**src/pkg/nvw_regs.svh**
```systemverilog
// Frame layout, store map, reset values and timing counts of the
// wiper command block. Included by the core; definitions only.
`ifndef NVW_REGS_SVH
`define NVW_REGS_SVH

// Serial frame: command, address and data fields, MSB first
`define NVW_FRAME_BITS 24
`define NVW_FRAME_LAST 5'h17
`define NVW_CMD_MSB 23
`define NVW_CMD_LSB 20
`define NVW_ADDR_MSB 19
`define NVW_ADDR_LSB 16
`define NVW_DATA_MSB 15
`define NVW_DATA_LSB 0

// Wiper range
`define NVW_WIPER_BITS 10
`define NVW_WIPER_MID 10'h200
`define NVW_WIPER_MAX 10'h3FF
`define NVW_WIPER_ZERO 10'h000

// Nonvolatile store map and factory contents
`define NVW_STORE_DEPTH 16
`define NVW_ADDR_WIPER 4'h0
`define NVW_ADDR_OUTPUTS 4'h1
`define NVW_OUT_ONE_BIT 0
`define NVW_OUT_TWO_BIT 1
`define NVW_STORE_WIPER_INIT 16'h0200
`define NVW_STORE_USER_INIT 16'h0000

// Store timing
`define NVW_CLK_HZ 20000000
`define NVW_STORE_TIME_MS 25
`define NVW_STORE_CYCLES (`NVW_STORE_TIME_MS * (`NVW_CLK_HZ / 1000))

`endif

```
**src/pkg/nvw_pkg.sv**
```systemverilog
// Types of the wiper command block: command codes and control states.
// Assumes nothing of its surroundings.
package nvw_pkg;

  typedef enum logic [3:0] {
    CMD_NOP          = 4'h0,
    CMD_RESTORE      = 4'h1,
    CMD_STORE_WIPER  = 4'h2,
    CMD_STORE_DATA   = 4'h3,
    CMD_DEC_6DB      = 4'h4,
    CMD_DEC_6DB_ALL  = 4'h5,
    CMD_DEC_STEP     = 4'h6,
    CMD_DEC_STEP_ALL = 4'h7,
    CMD_RESET_NV     = 4'h8,
    CMD_READ_NV      = 4'h9,
    CMD_READ_WIPER   = 4'hA,
    CMD_WRITE_WIPER  = 4'hB,
    CMD_INC_6DB      = 4'hC,
    CMD_INC_6DB_ALL  = 4'hD,
    CMD_INC_STEP     = 4'hE,
    CMD_INC_STEP_ALL = 4'hF
  } nvw_cmd_t;

  typedef enum logic [3:0] {
    ST_POWER_UP = 4'h1,
    ST_IDLE     = 4'h2,
    ST_STORE    = 4'h4,
    ST_REPORT   = 4'h8
  } nvw_state_t;

endpackage

```
**src/hdl/nvw_core.sv**
```systemverilog
// Command decoder, wiper scratchpad and nonvolatile store of the
// digital potentiometer control logic.
// Assumes serial pins driven by a host and sampled on the system clock.
`include "nvw_regs.svh"

// Contract
// Write protect low blocks all changes except preset and restore 1, 8.
// Host sends a no-operation frame before raising write protect.
// Preset strobe rising edge reloads the wiper from the store.
// Store holds midscale 512 until the user first writes it.
// Commands execute only when chip select rises.
// Ready marks completion of commands 2, 3, 8, 9, 10 and preset.
// Second general output follows bit D1 of store address 1.
// A store takes 25 ms and locks the shift register meanwhile.
// Ready pulses low until the store completes.
// Wiper scratchpad sets the position directly; zero means terminal B.
// Power-up restores the wiper from the saved store value.
// Any full data word may rewrite the wiper without limit.
// Sixteen commands are decoded.
// Readback commands shift wiper or store data out next frame.
// Frames are 24 bits, MSB first: command, address, data.
// Command 0xB address 0 writes wiper; 0x2 saves it to the store.
// Preset strobe low forces the wiper to midscale.
// Chip select pulse without clocks repeats the previous command.
// Wiper is 10 bits; steps saturate at both ends.
module nvw_core
  import nvw_pkg::*;
#(
  parameter int STORE_CYCLES = `NVW_STORE_CYCLES
) (
  // Clock and resets
  input wire logic clk_sys_in,
  input wire logic reset_n_in,
  input wire logic factory_reset_n_in,
  // Serial link
  input wire logic sclk_in,
  input wire logic sdi_in,
  input wire logic cs_n_in,
  output logic sdo_out,
  output logic sdo_oe_out,
  // Control pins
  input wire logic write_protect_n_in,
  input wire logic preset_strobe_n_in,
  // Ready, open drain
  output logic ready_out,
  output logic ready_oe_out,
  // Wiper and general outputs
  output logic [9:0] wiper_scratchpad_out,
  output logic nv_general_output_one_out,
  output logic nv_general_output_two_out
);

  localparam logic [19:0] STORE_LOAD = 20'(STORE_CYCLES - 1);

  // Pin synchronisers
  logic [4:0] pin_raw;
  logic [4:0] pin_lvl;
  logic [4:0] pin_prev_reg;
  assign pin_raw = {preset_strobe_n_in, write_protect_n_in, cs_n_in,
                    sdi_in, sclk_in};
  nvw_sync #(
    .WIDTH(5),
    .RESET_VALUE(5'h1C)
  ) u_sync (
    .clk_sys_in(clk_sys_in),
    .reset_n_in(reset_n_in),
    .async_in(pin_raw),
    .level_out(pin_lvl)
  );

  logic sclk_lvl;
  logic sdi_lvl;
  logic cs_lvl;
  logic wp_lvl;
  logic preset_lvl;
  logic sclk_rise;
  logic cs_rise;
  logic cs_fall;
  logic preset_rise;
  assign sclk_lvl = pin_lvl[0];
  assign sdi_lvl = pin_lvl[1];
  assign cs_lvl = pin_lvl[2];
  assign wp_lvl = pin_lvl[3];
  assign preset_lvl = pin_lvl[4];
  assign sclk_rise = sclk_lvl & ~pin_prev_reg[0];
  assign cs_rise = cs_lvl & ~pin_prev_reg[2];
  assign cs_fall = ~cs_lvl & pin_prev_reg[2];
  assign preset_rise = preset_lvl & ~pin_prev_reg[4];

  always_ff @(posedge clk_sys_in or negedge reset_n_in) begin
    if (!reset_n_in) begin
      pin_prev_reg <= 5'h1C;
    end else begin
      pin_prev_reg <= pin_lvl;
    end
  end

  // State
  nvw_state_t state_reg;
  nvw_state_t state_next;
  logic [9:0] wiper_reg;
  logic [9:0] wiper_next;
  logic [19:0] store_cnt_reg;
  logic [3:0] pend_addr_reg;
  logic [15:0] pend_data_reg;
  logic [15:0] store_reg [`NVW_STORE_DEPTH];
  logic [23:0] shift_reg;
  logic [4:0] bit_cnt_reg;
  logic any_bits_reg;
  logic [23:0] prev_word_reg;
  logic prev_valid_reg;

  // Frame decode
  logic shifting;
  logic frame_ok;
  logic use_prev;
  logic exec_valid;
  logic exec_ok;
  logic wp_block;
  logic is_read;
  logic is_store;
  logic is_report;
  logic store_we;
  logic [23:0] exec_word;
  nvw_cmd_t exec_cmd;
  logic [3:0] exec_addr;
  logic [15:0] exec_data;
  logic [15:0] read_data;
  logic [9:0] store_wiper;

  assign shifting = ~cs_lvl && (state_reg != ST_STORE);
  assign frame_ok = any_bits_reg && (bit_cnt_reg == 5'h00);
  assign use_prev = ~any_bits_reg && prev_valid_reg;
  assign exec_valid = (state_reg == ST_IDLE) && cs_rise
                      && (frame_ok || use_prev);
  assign exec_word = frame_ok ? shift_reg : prev_word_reg;
  assign exec_cmd = nvw_cmd_t'(exec_word[`NVW_CMD_MSB:`NVW_CMD_LSB]);
  assign exec_addr = exec_word[`NVW_ADDR_MSB:`NVW_ADDR_LSB];
  assign exec_data = exec_word[`NVW_DATA_MSB:`NVW_DATA_LSB];
  assign wp_block = ~wp_lvl && (exec_cmd != CMD_RESTORE)
                    && (exec_cmd != CMD_RESET_NV);
  assign exec_ok = exec_valid && ~wp_block;
  assign is_read = (exec_cmd == CMD_READ_NV)
                   || (exec_cmd == CMD_READ_WIPER);
  assign is_store = (exec_cmd == CMD_STORE_WIPER)
                    || (exec_cmd == CMD_STORE_DATA);
  assign is_report = is_read || (exec_cmd == CMD_RESET_NV);
  assign store_we = (state_reg == ST_STORE)
                    && (store_cnt_reg == 20'h0_0000);
  assign store_wiper = store_reg[`NVW_ADDR_WIPER][9:0];
  assign read_data = (exec_cmd == CMD_READ_WIPER) ?
                     {6'h00, wiper_reg} : store_reg[exec_addr];

  // Wiper next value; preset pin outranks everything
  always_comb begin
    wiper_next = wiper_reg;
    if (!preset_lvl) begin
      wiper_next = `NVW_WIPER_MID;
    end else if (state_reg == ST_POWER_UP) begin
      wiper_next = store_wiper;
    end else if (preset_rise) begin
      wiper_next = store_wiper;
    end else if (exec_ok) begin
      case (exec_cmd)
        CMD_RESTORE, CMD_RESET_NV: begin
          wiper_next = store_wiper;
        end
        CMD_DEC_6DB, CMD_DEC_6DB_ALL: begin
          wiper_next = {1'b0, wiper_reg[9:1]};
        end
        CMD_DEC_STEP, CMD_DEC_STEP_ALL: begin
          if (wiper_reg != `NVW_WIPER_ZERO) begin
            wiper_next = wiper_reg - 10'h001;
          end
        end
        CMD_INC_6DB, CMD_INC_6DB_ALL: begin
          wiper_next = wiper_reg[9] ? `NVW_WIPER_MAX
                       : {wiper_reg[8:0], 1'b0};
        end
        CMD_INC_STEP, CMD_INC_STEP_ALL: begin
          if (wiper_reg != `NVW_WIPER_MAX) begin
            wiper_next = wiper_reg + 10'h001;
          end
        end
        CMD_WRITE_WIPER: begin
          if (exec_addr == `NVW_ADDR_WIPER) begin
            wiper_next = exec_data[9:0]; // see R12
          end
        end
        default: begin
          wiper_next = wiper_reg;
        end
      endcase
    end
  end

  // Control state
  always_comb begin
    state_next = state_reg;
    case (state_reg)
      ST_POWER_UP: begin
        state_next = ST_REPORT;
      end
      ST_IDLE: begin
        if (exec_ok && is_store) begin
          state_next = ST_STORE;
        end else if (preset_rise || (exec_valid && is_report)) begin
          state_next = ST_REPORT;
        end
      end
      ST_STORE: begin
        if (store_we) begin
          state_next = ST_IDLE;
        end
      end
      ST_REPORT: begin
        state_next = ST_IDLE;
      end
      default: begin
        state_next = ST_IDLE;
      end
    endcase
  end

  always_ff @(posedge clk_sys_in or negedge reset_n_in) begin
    if (!reset_n_in) begin
      state_reg <= ST_POWER_UP;
      wiper_reg <= `NVW_WIPER_MID;
    end else begin
      state_reg <= state_next;
      wiper_reg <= wiper_next;
    end
  end

  // Store countdown; data latched when the store starts
  always_ff @(posedge clk_sys_in or negedge reset_n_in) begin
    if (!reset_n_in) begin
      store_cnt_reg <= 20'h0_0000;
      pend_addr_reg <= `NVW_ADDR_WIPER;
      pend_data_reg <= 16'h0000;
    end else if (state_reg == ST_IDLE && exec_ok && is_store) begin
      store_cnt_reg <= STORE_LOAD;
      if (exec_cmd == CMD_STORE_DATA
          && exec_addr != `NVW_ADDR_WIPER) begin
        pend_addr_reg <= exec_addr;
        pend_data_reg <= exec_data;
      end else begin
        pend_addr_reg <= `NVW_ADDR_WIPER;
        pend_data_reg <= {6'h00, wiper_reg};
      end
    end else if (state_reg == ST_STORE && !store_we) begin
      store_cnt_reg <= store_cnt_reg - 20'h0_0001;
    end
  end

  // Nonvolatile store; kept across system reset
  genvar e;
  generate
    for (e = 0; e < `NVW_STORE_DEPTH; e++) begin : g_store
      always_ff @(posedge clk_sys_in or negedge factory_reset_n_in) begin
        if (!factory_reset_n_in) begin
          store_reg[e] <= (e == 0) ? `NVW_STORE_WIPER_INIT
                          : `NVW_STORE_USER_INIT;
        end else if (store_we && pend_addr_reg == 4'(e)) begin
          store_reg[e] <= pend_data_reg;
        end
      end
    end
  endgenerate

  // Serial shift register, frame counter and repeat memory
  always_ff @(posedge clk_sys_in or negedge reset_n_in) begin
    if (!reset_n_in) begin
      shift_reg <= 24'h00_0000;
      bit_cnt_reg <= 5'h00;
      any_bits_reg <= 1'b0;
    end else if (cs_fall) begin
      bit_cnt_reg <= 5'h00;
      any_bits_reg <= 1'b0;
    end else if (exec_valid && is_read) begin
      shift_reg <= {exec_word[23:16], read_data};
    end else if (sclk_rise && shifting) begin
      shift_reg <= {shift_reg[22:0], sdi_lvl};
      bit_cnt_reg <= (bit_cnt_reg == `NVW_FRAME_LAST) ? 5'h00
                     : bit_cnt_reg + 5'h01;
      any_bits_reg <= 1'b1;
    end
  end

  always_ff @(posedge clk_sys_in or negedge reset_n_in) begin
    if (!reset_n_in) begin
      prev_word_reg <= 24'h00_0000;
      prev_valid_reg <= 1'b0;
    end else if (exec_valid && frame_ok) begin
      prev_word_reg <= shift_reg;
      prev_valid_reg <= 1'b1;
    end
  end

  // Outputs
  assign wiper_scratchpad_out = wiper_reg;
  assign nv_general_output_one_out =
    store_reg[`NVW_ADDR_OUTPUTS][`NVW_OUT_ONE_BIT];
  assign nv_general_output_two_out =
    store_reg[`NVW_ADDR_OUTPUTS][`NVW_OUT_TWO_BIT];
  assign sdo_out = 1'b0;
  assign sdo_oe_out = ~cs_lvl && ~shift_reg[23];
  assign ready_out = 1'b0;
  assign ready_oe_out = (state_reg != ST_IDLE); // see R6
endmodule

```
**src/hdl/nvw_sync.sv**
```systemverilog
// Three-stage pin synchroniser with agreement filter, one lane per bit.
// Assumes asynchronous pin inputs and one system clock.
module nvw_sync #(
  parameter int WIDTH = 1,
  parameter logic [WIDTH-1:0] RESET_VALUE = '0
) (
  // Clock and reset
  input wire logic clk_sys_in,
  input wire logic reset_n_in,
  // Pins and filtered levels
  input wire logic [WIDTH-1:0] async_in,
  output logic [WIDTH-1:0] level_out
);

  genvar i;
  generate
    for (i = 0; i < WIDTH; i++) begin : g_lane
      logic [2:0] stage_reg;
      logic level_reg;
      // Level moves only once stages two and three agree
      always_ff @(posedge clk_sys_in or negedge reset_n_in) begin
        if (!reset_n_in) begin
          stage_reg <= {3{RESET_VALUE[i]}};
          level_reg <= RESET_VALUE[i];
        end else begin
          stage_reg <= {stage_reg[1:0], async_in[i]};
          if (stage_reg[1] == stage_reg[2]) begin
            level_reg <= stage_reg[2];
          end
        end
      end
      assign level_out[i] = level_reg;
    end
  endgenerate

endmodule

```
**config.mk**
```make
export PLATFORM = sky130hd
export DESIGN_NAME = nvw_core
export DESIGN_NICKNAME = d
export VERILOG_FILES = /design/src/pkg/nvw_pkg.sv /design/src/hdl/nvw_core.sv /design/src/hdl/nvw_sync.sv
export VERILOG_INCLUDE_DIRS = /design/src /design/src/pkg
export SDC_FILE = /design/constraint.sdc
export NUM_CORES = 1
export LEC_CHECK = 0
export BUFFER_PORTS_ARGS = -buffer_cell sky130_fd_sc_hd__buf_2
export CAP_MARGIN = 30
export CORE_MARGIN = 3
export CORE_UTILIZATION = 63
export CTS_CLUSTER_DIAMETER = 40
export DETAILED_ROUTE_END_ITERATION = 16
export PLACE_DENSITY = 0.9
export RECOVER_POWER = 100
export SLEW_MARGIN = 10
export SYNTH_ARGS = -nofsm -noshare
export SYNTH_HDL_FRONTEND = slang
export SYNTH_SLANG_ARGS = --single-unit
```
**constraint.sdc**
```tcl
create_clock -name clk_sys_in -period 5 [get_ports clk_sys_in]
set_clock_uncertainty 0.2 [all_clocks]
set_input_delay 1.25 -clock clk_sys_in [delete_from_list [all_inputs] [get_ports clk_sys_in]]
set_output_delay 1.25 -clock clk_sys_in [all_outputs]
set_load 0.05 [all_outputs]
```
==> implementation parameters <==
Parameter                              Value

Timing
  Setup TNS Final ... 0 ns
  Final number of hold-violating endpoints ... 0
  Final critical delay including setup and external delays ... 4.65 ns
  Tightest slew margin relative to the limit ... -103%
  Final setup violating endpoints ... 0
  Peak clock frequency supported by timing ... 0.215 GHz
  Worst hold margin ... 0.149 ns
  Share of the cycle needed by the critical path after routing ... 93.0%
  Final Slew Violations ... 290
  Unrepaired setup endpoints after global routing ... false
  Measured slew at the worst slew-check pin ... 3.04 ns

Placed design
  Final weighted congestion in routability-driven placement ... 0.911
  Hpwl dp ... 31300 µm
  Port buffer count ... 21

Detailed routing
  Average detailed-routed wire length per instance ... 24.9 µm
  Post-DR vias/cell ... 6.98
  Number of remaining DRC errors ... 0
  Vias after detailed routing ... 14500
  Drt initial violations ... 1882
  Final antenna-violating net count ... 0
  Total detailed-routing wirelength ... 51600 µm
  TritonRoute pass-1 iters ... 6

Finish
  Layout overhead on the synthesized area ... 9.01%
  Post-layout nets ... 1673
  Number of flip-flops in the largest register ... 254
  Ant diodes ... 0
  Most common library cell in the layout ignoring fill and taps ... sky130_fd_sc_hd__dfrtp_1
  Highest-count cells in the layout ignoring fill and taps ... sky130_fd_sc_hd__dfrtp_1, sky130_fd_sc_hd__mux2_2, sky130_fd_sc_hd__nand2_1, sky130_fd_sc_hd__o21ai_0
  Fraction of layout cells with a size suffix above 1 ... 26.0%

Synth
  Cell Area, Synth ... 19000 µm²
  Largest cells by area after synthesis ... sky130_fd_sc_hd__dfrtp_1, sky130_fd_sc_hd__mux2_2, sky130_fd_sc_hd__nand2_1
  Async set-reset flop share out of synthesis ... 100%
  Distinct cell type count of the synthesized netlist ... 84
  Commonest register cell after synthesis ... sky130_fd_sc_hd__dfrtp_1
  EDFF count, synth ... 0
  Syn Inst Count ... 1665
  Register area share after synthesis ... 51.3%
  Number of synthesized register bits ... 388
  Area share of the largest cell type after synthesis ... 49.0%
  Number of warning messages in the yosys log ... 0
  Post-Synthesis Mean Instance Area ... 11.4 µm²
  Synth area leader ... sky130_fd_sc_hd__dfrtp_1

Setup path
  Critical path start-end classification ... flop to flop
  Reg2reg end ... shift_reg[9]
  Data required time of the worst path ... 5.18 ns
  Reg2Reg Launch Point ... bit_cnt_reg[0]
  Critical-path maximum fanout ... 37
  Count of cells along the worst register-to-register path ... 11
  Cell family with most CP delay ... compound AO/OA/AOI/OAI gates
  Highest-delay cell along the critical path ... sky130_fd_sc_hd__a2111oi_0
  Chain of cells forming the critical path ... inv_1 -> ha_1 -> nor4b_4 -> buf_4 -> nand3_1 -> nand2_2 -> clkbuf_4 -> mux2i_1 -> o22ai_1 -> a2111oi_0 -> a31oi_1
  Data arrival time of the critical path ... 4.83 ns
  Startpoint type of the worst setup path ... flop
  Slowest Stage Delay on Critical Path ... 0.93 ns
  Critical path endpoint category ... flop
  Slack of the worst reg-to-reg path ... 0.35 ns
  Buffers and inverters on the worst path ... 3

Clock tree
  Clock latency at the later pin of the worst-skew pair ... 0.56 ns
  Clock root buffer ... sky130_fd_sc_hd__clkbuf_16
  TritonCTS clock tree ... done
  Count of hold-fix buffers inserted at cts ... 0
  TritonCTS Buffers ... 46
  CTS HTree Levels ... 2
  TritonCTS Sinks ... 388
  Postcts setup bufs ... 0
  Maximum root-to-sink buffer count ... 3
  Clk pin slew, worst setup/hold paths ... 0.06 ns
  Post_cts resized ... 0

Global route
  Maximum number of pins on one net before global-route repair ... 120
  Global-route wire length before repair ... 82800 µm
  Overall fraction of global-route tracks in use ... 31.6%
  Via count of the first global-routing pass ... 15200
  Congestion Overflow GR ... 0
  Number of antenna violations at the first check in global routing ... 1

Floorplanning
  Area of the die ... 32200 µm²
  Count of pins on the block boundary ... 24
  CORE AREA ... 29200 µm²
  Number of rows in the core area ... 62
  Die outline width ... 179 µm
  Die Y ... 179 µm
  Initial Utilization ... 65.0%

Min path
  Endpoint with the worst hold slack ... u_sync.g_lane[1].stage_reg[1]
  Type of the worst min-delay path ... flop to flop
  Hold path startpoint ... u_sync.g_lane[1].stage_reg[0]
  Number of cells on the worst hold path ... 0

Status
  Status ... finished with violations
  Violated checks ... capacitance limit, slew limit

Job
  Max-cap violations ... 5

Power and ir drop
  Worst vdd ir ... 244 µV
  PD cells ... 457 nW/µm²
  Leakage power ... 9.52 nW
[how the worst max path moves through the flow]
stage | startpoint | endpoint | slack (ns) | cells past startpoint
after floorplan | bit_cnt_reg[0] | wiper_scratchpad_out[9] | 0.99 | 17
after global placement | bit_cnt_reg[0] | wiper_scratchpad_out[9] | 0.68 | 15
after detailed placement | bit_cnt_reg[0] | wiper_scratchpad_out[9] | 0.57 | 15
after CTS | bit_cnt_reg[0] | wiper_scratchpad_out[9] | 0.54 | 15
after global routing | bit_cnt_reg[0] | state_reg[3] | 0.08 | 9
final | bit_cnt_reg[0] | shift_reg[9] | 0.35 | 11
[final cells by class]
type	instances	area, µm²
clock buffer	55	1210
clock inverter	30	284
fill	1842	8500
inverter	27	101
multi-input combinational	1132	8520
sequential	388	9730
tap	384	480
timing repair buffer	58	335
[per-stage QoR]
stage	std cells	util (%)	worst slack (ns)	total power, mW	cell area, µm²
after floorplan	1667	-	0.986	5.32	19000
after global placement	1985	66.2	0.678	6.01	19300
after detailed placement	1987	66.3	0.568	6.08	19300
after CTS	2072	71.4	0.539	9.39	20800
after global routing	2074	70.8	0.0795	9.81	20700
final	2074	70.8	0.352	9.44	20700
[cells in the mapped netlist, types with 9 or more instances]
cell type and n:
sky130_fd_sc_hd__nand2b_1 18, sky130_fd_sc_hd__buf_2 18, sky130_fd_sc_hd__nor2_1 71, sky130_fd_sc_hd__and3_1 17
sky130_fd_sc_hd__a22oi_1 10, sky130_fd_sc_hd__a21oi_1 69, sky130_fd_sc_hd__ha_1 11, sky130_fd_sc_hd__dfstp_2 17
sky130_fd_sc_hd__clkbuf_1 81, sky130_fd_sc_hd__mux4_2 19, sky130_fd_sc_hd__dfrtp_1 371, sky130_fd_sc_hd__mux2_2 284
sky130_fd_sc_hd__nand2_1 191, sky130_fd_sc_hd__mux2i_1 30, sky130_fd_sc_hd__a211oi_1 20, sky130_fd_sc_hd__o21ai_0 96
sky130_fd_sc_hd__nand3_1 32, sky130_fd_sc_hd__o31ai_1 13, sky130_fd_sc_hd__xnor2_1 17, sky130_fd_sc_hd__a31oi_1 16
sky130_fd_sc_hd__o2bb2ai_1 9, sky130_fd_sc_hd__xor2_1 10, sky130_fd_sc_hd__a2111oi_0 11, sky130_fd_sc_hd__nor3_1 16
sky130_fd_sc_hd__nand4_1 20, sky130_fd_sc_hd__o211ai_1 9, sky130_fd_sc_hd__inv_1 27
[power by group]
part           internal, mW  total, mW  switching, mW  leakage [nW]
Sequential             3.37       3.75          0.380          5.29
Combinational         0.800       2.41           1.61          3.51
Clock                  1.88       3.28           1.40         0.717
Total                  6.05       9.44           3.39          9.52
[routing by layer]
metal,vias up,part of all wire [%],GRT usage [%]
li1,6034,-,-
met1,7168,37,41.1
met2,1007,46,49.5
met3,268,11,8.71
met4,2,5.0,15.0
met5,-,0.021,0
[cells by family (layout without fill, tap and decap cells)]
group / Yosys count / count (layout) / synth area share [%]
xor gates and xnor gates: 27 / 27 / 1.25
muxes: 333 / 333 / 20.7
other: 1 / 3 / 0.0198
AOI/OAI and AO/OA: 319 / 319 / 11.0
adders and majority gates: 17 / 17 / 1.10
DFF: 388 / 388 / 51.3
buffers and inverters: 147 / 170 / 3.41
and+or+nand+nor: 433 / 433 / 11.2
No activity file was read; power rests on OpenSTA's default activity.
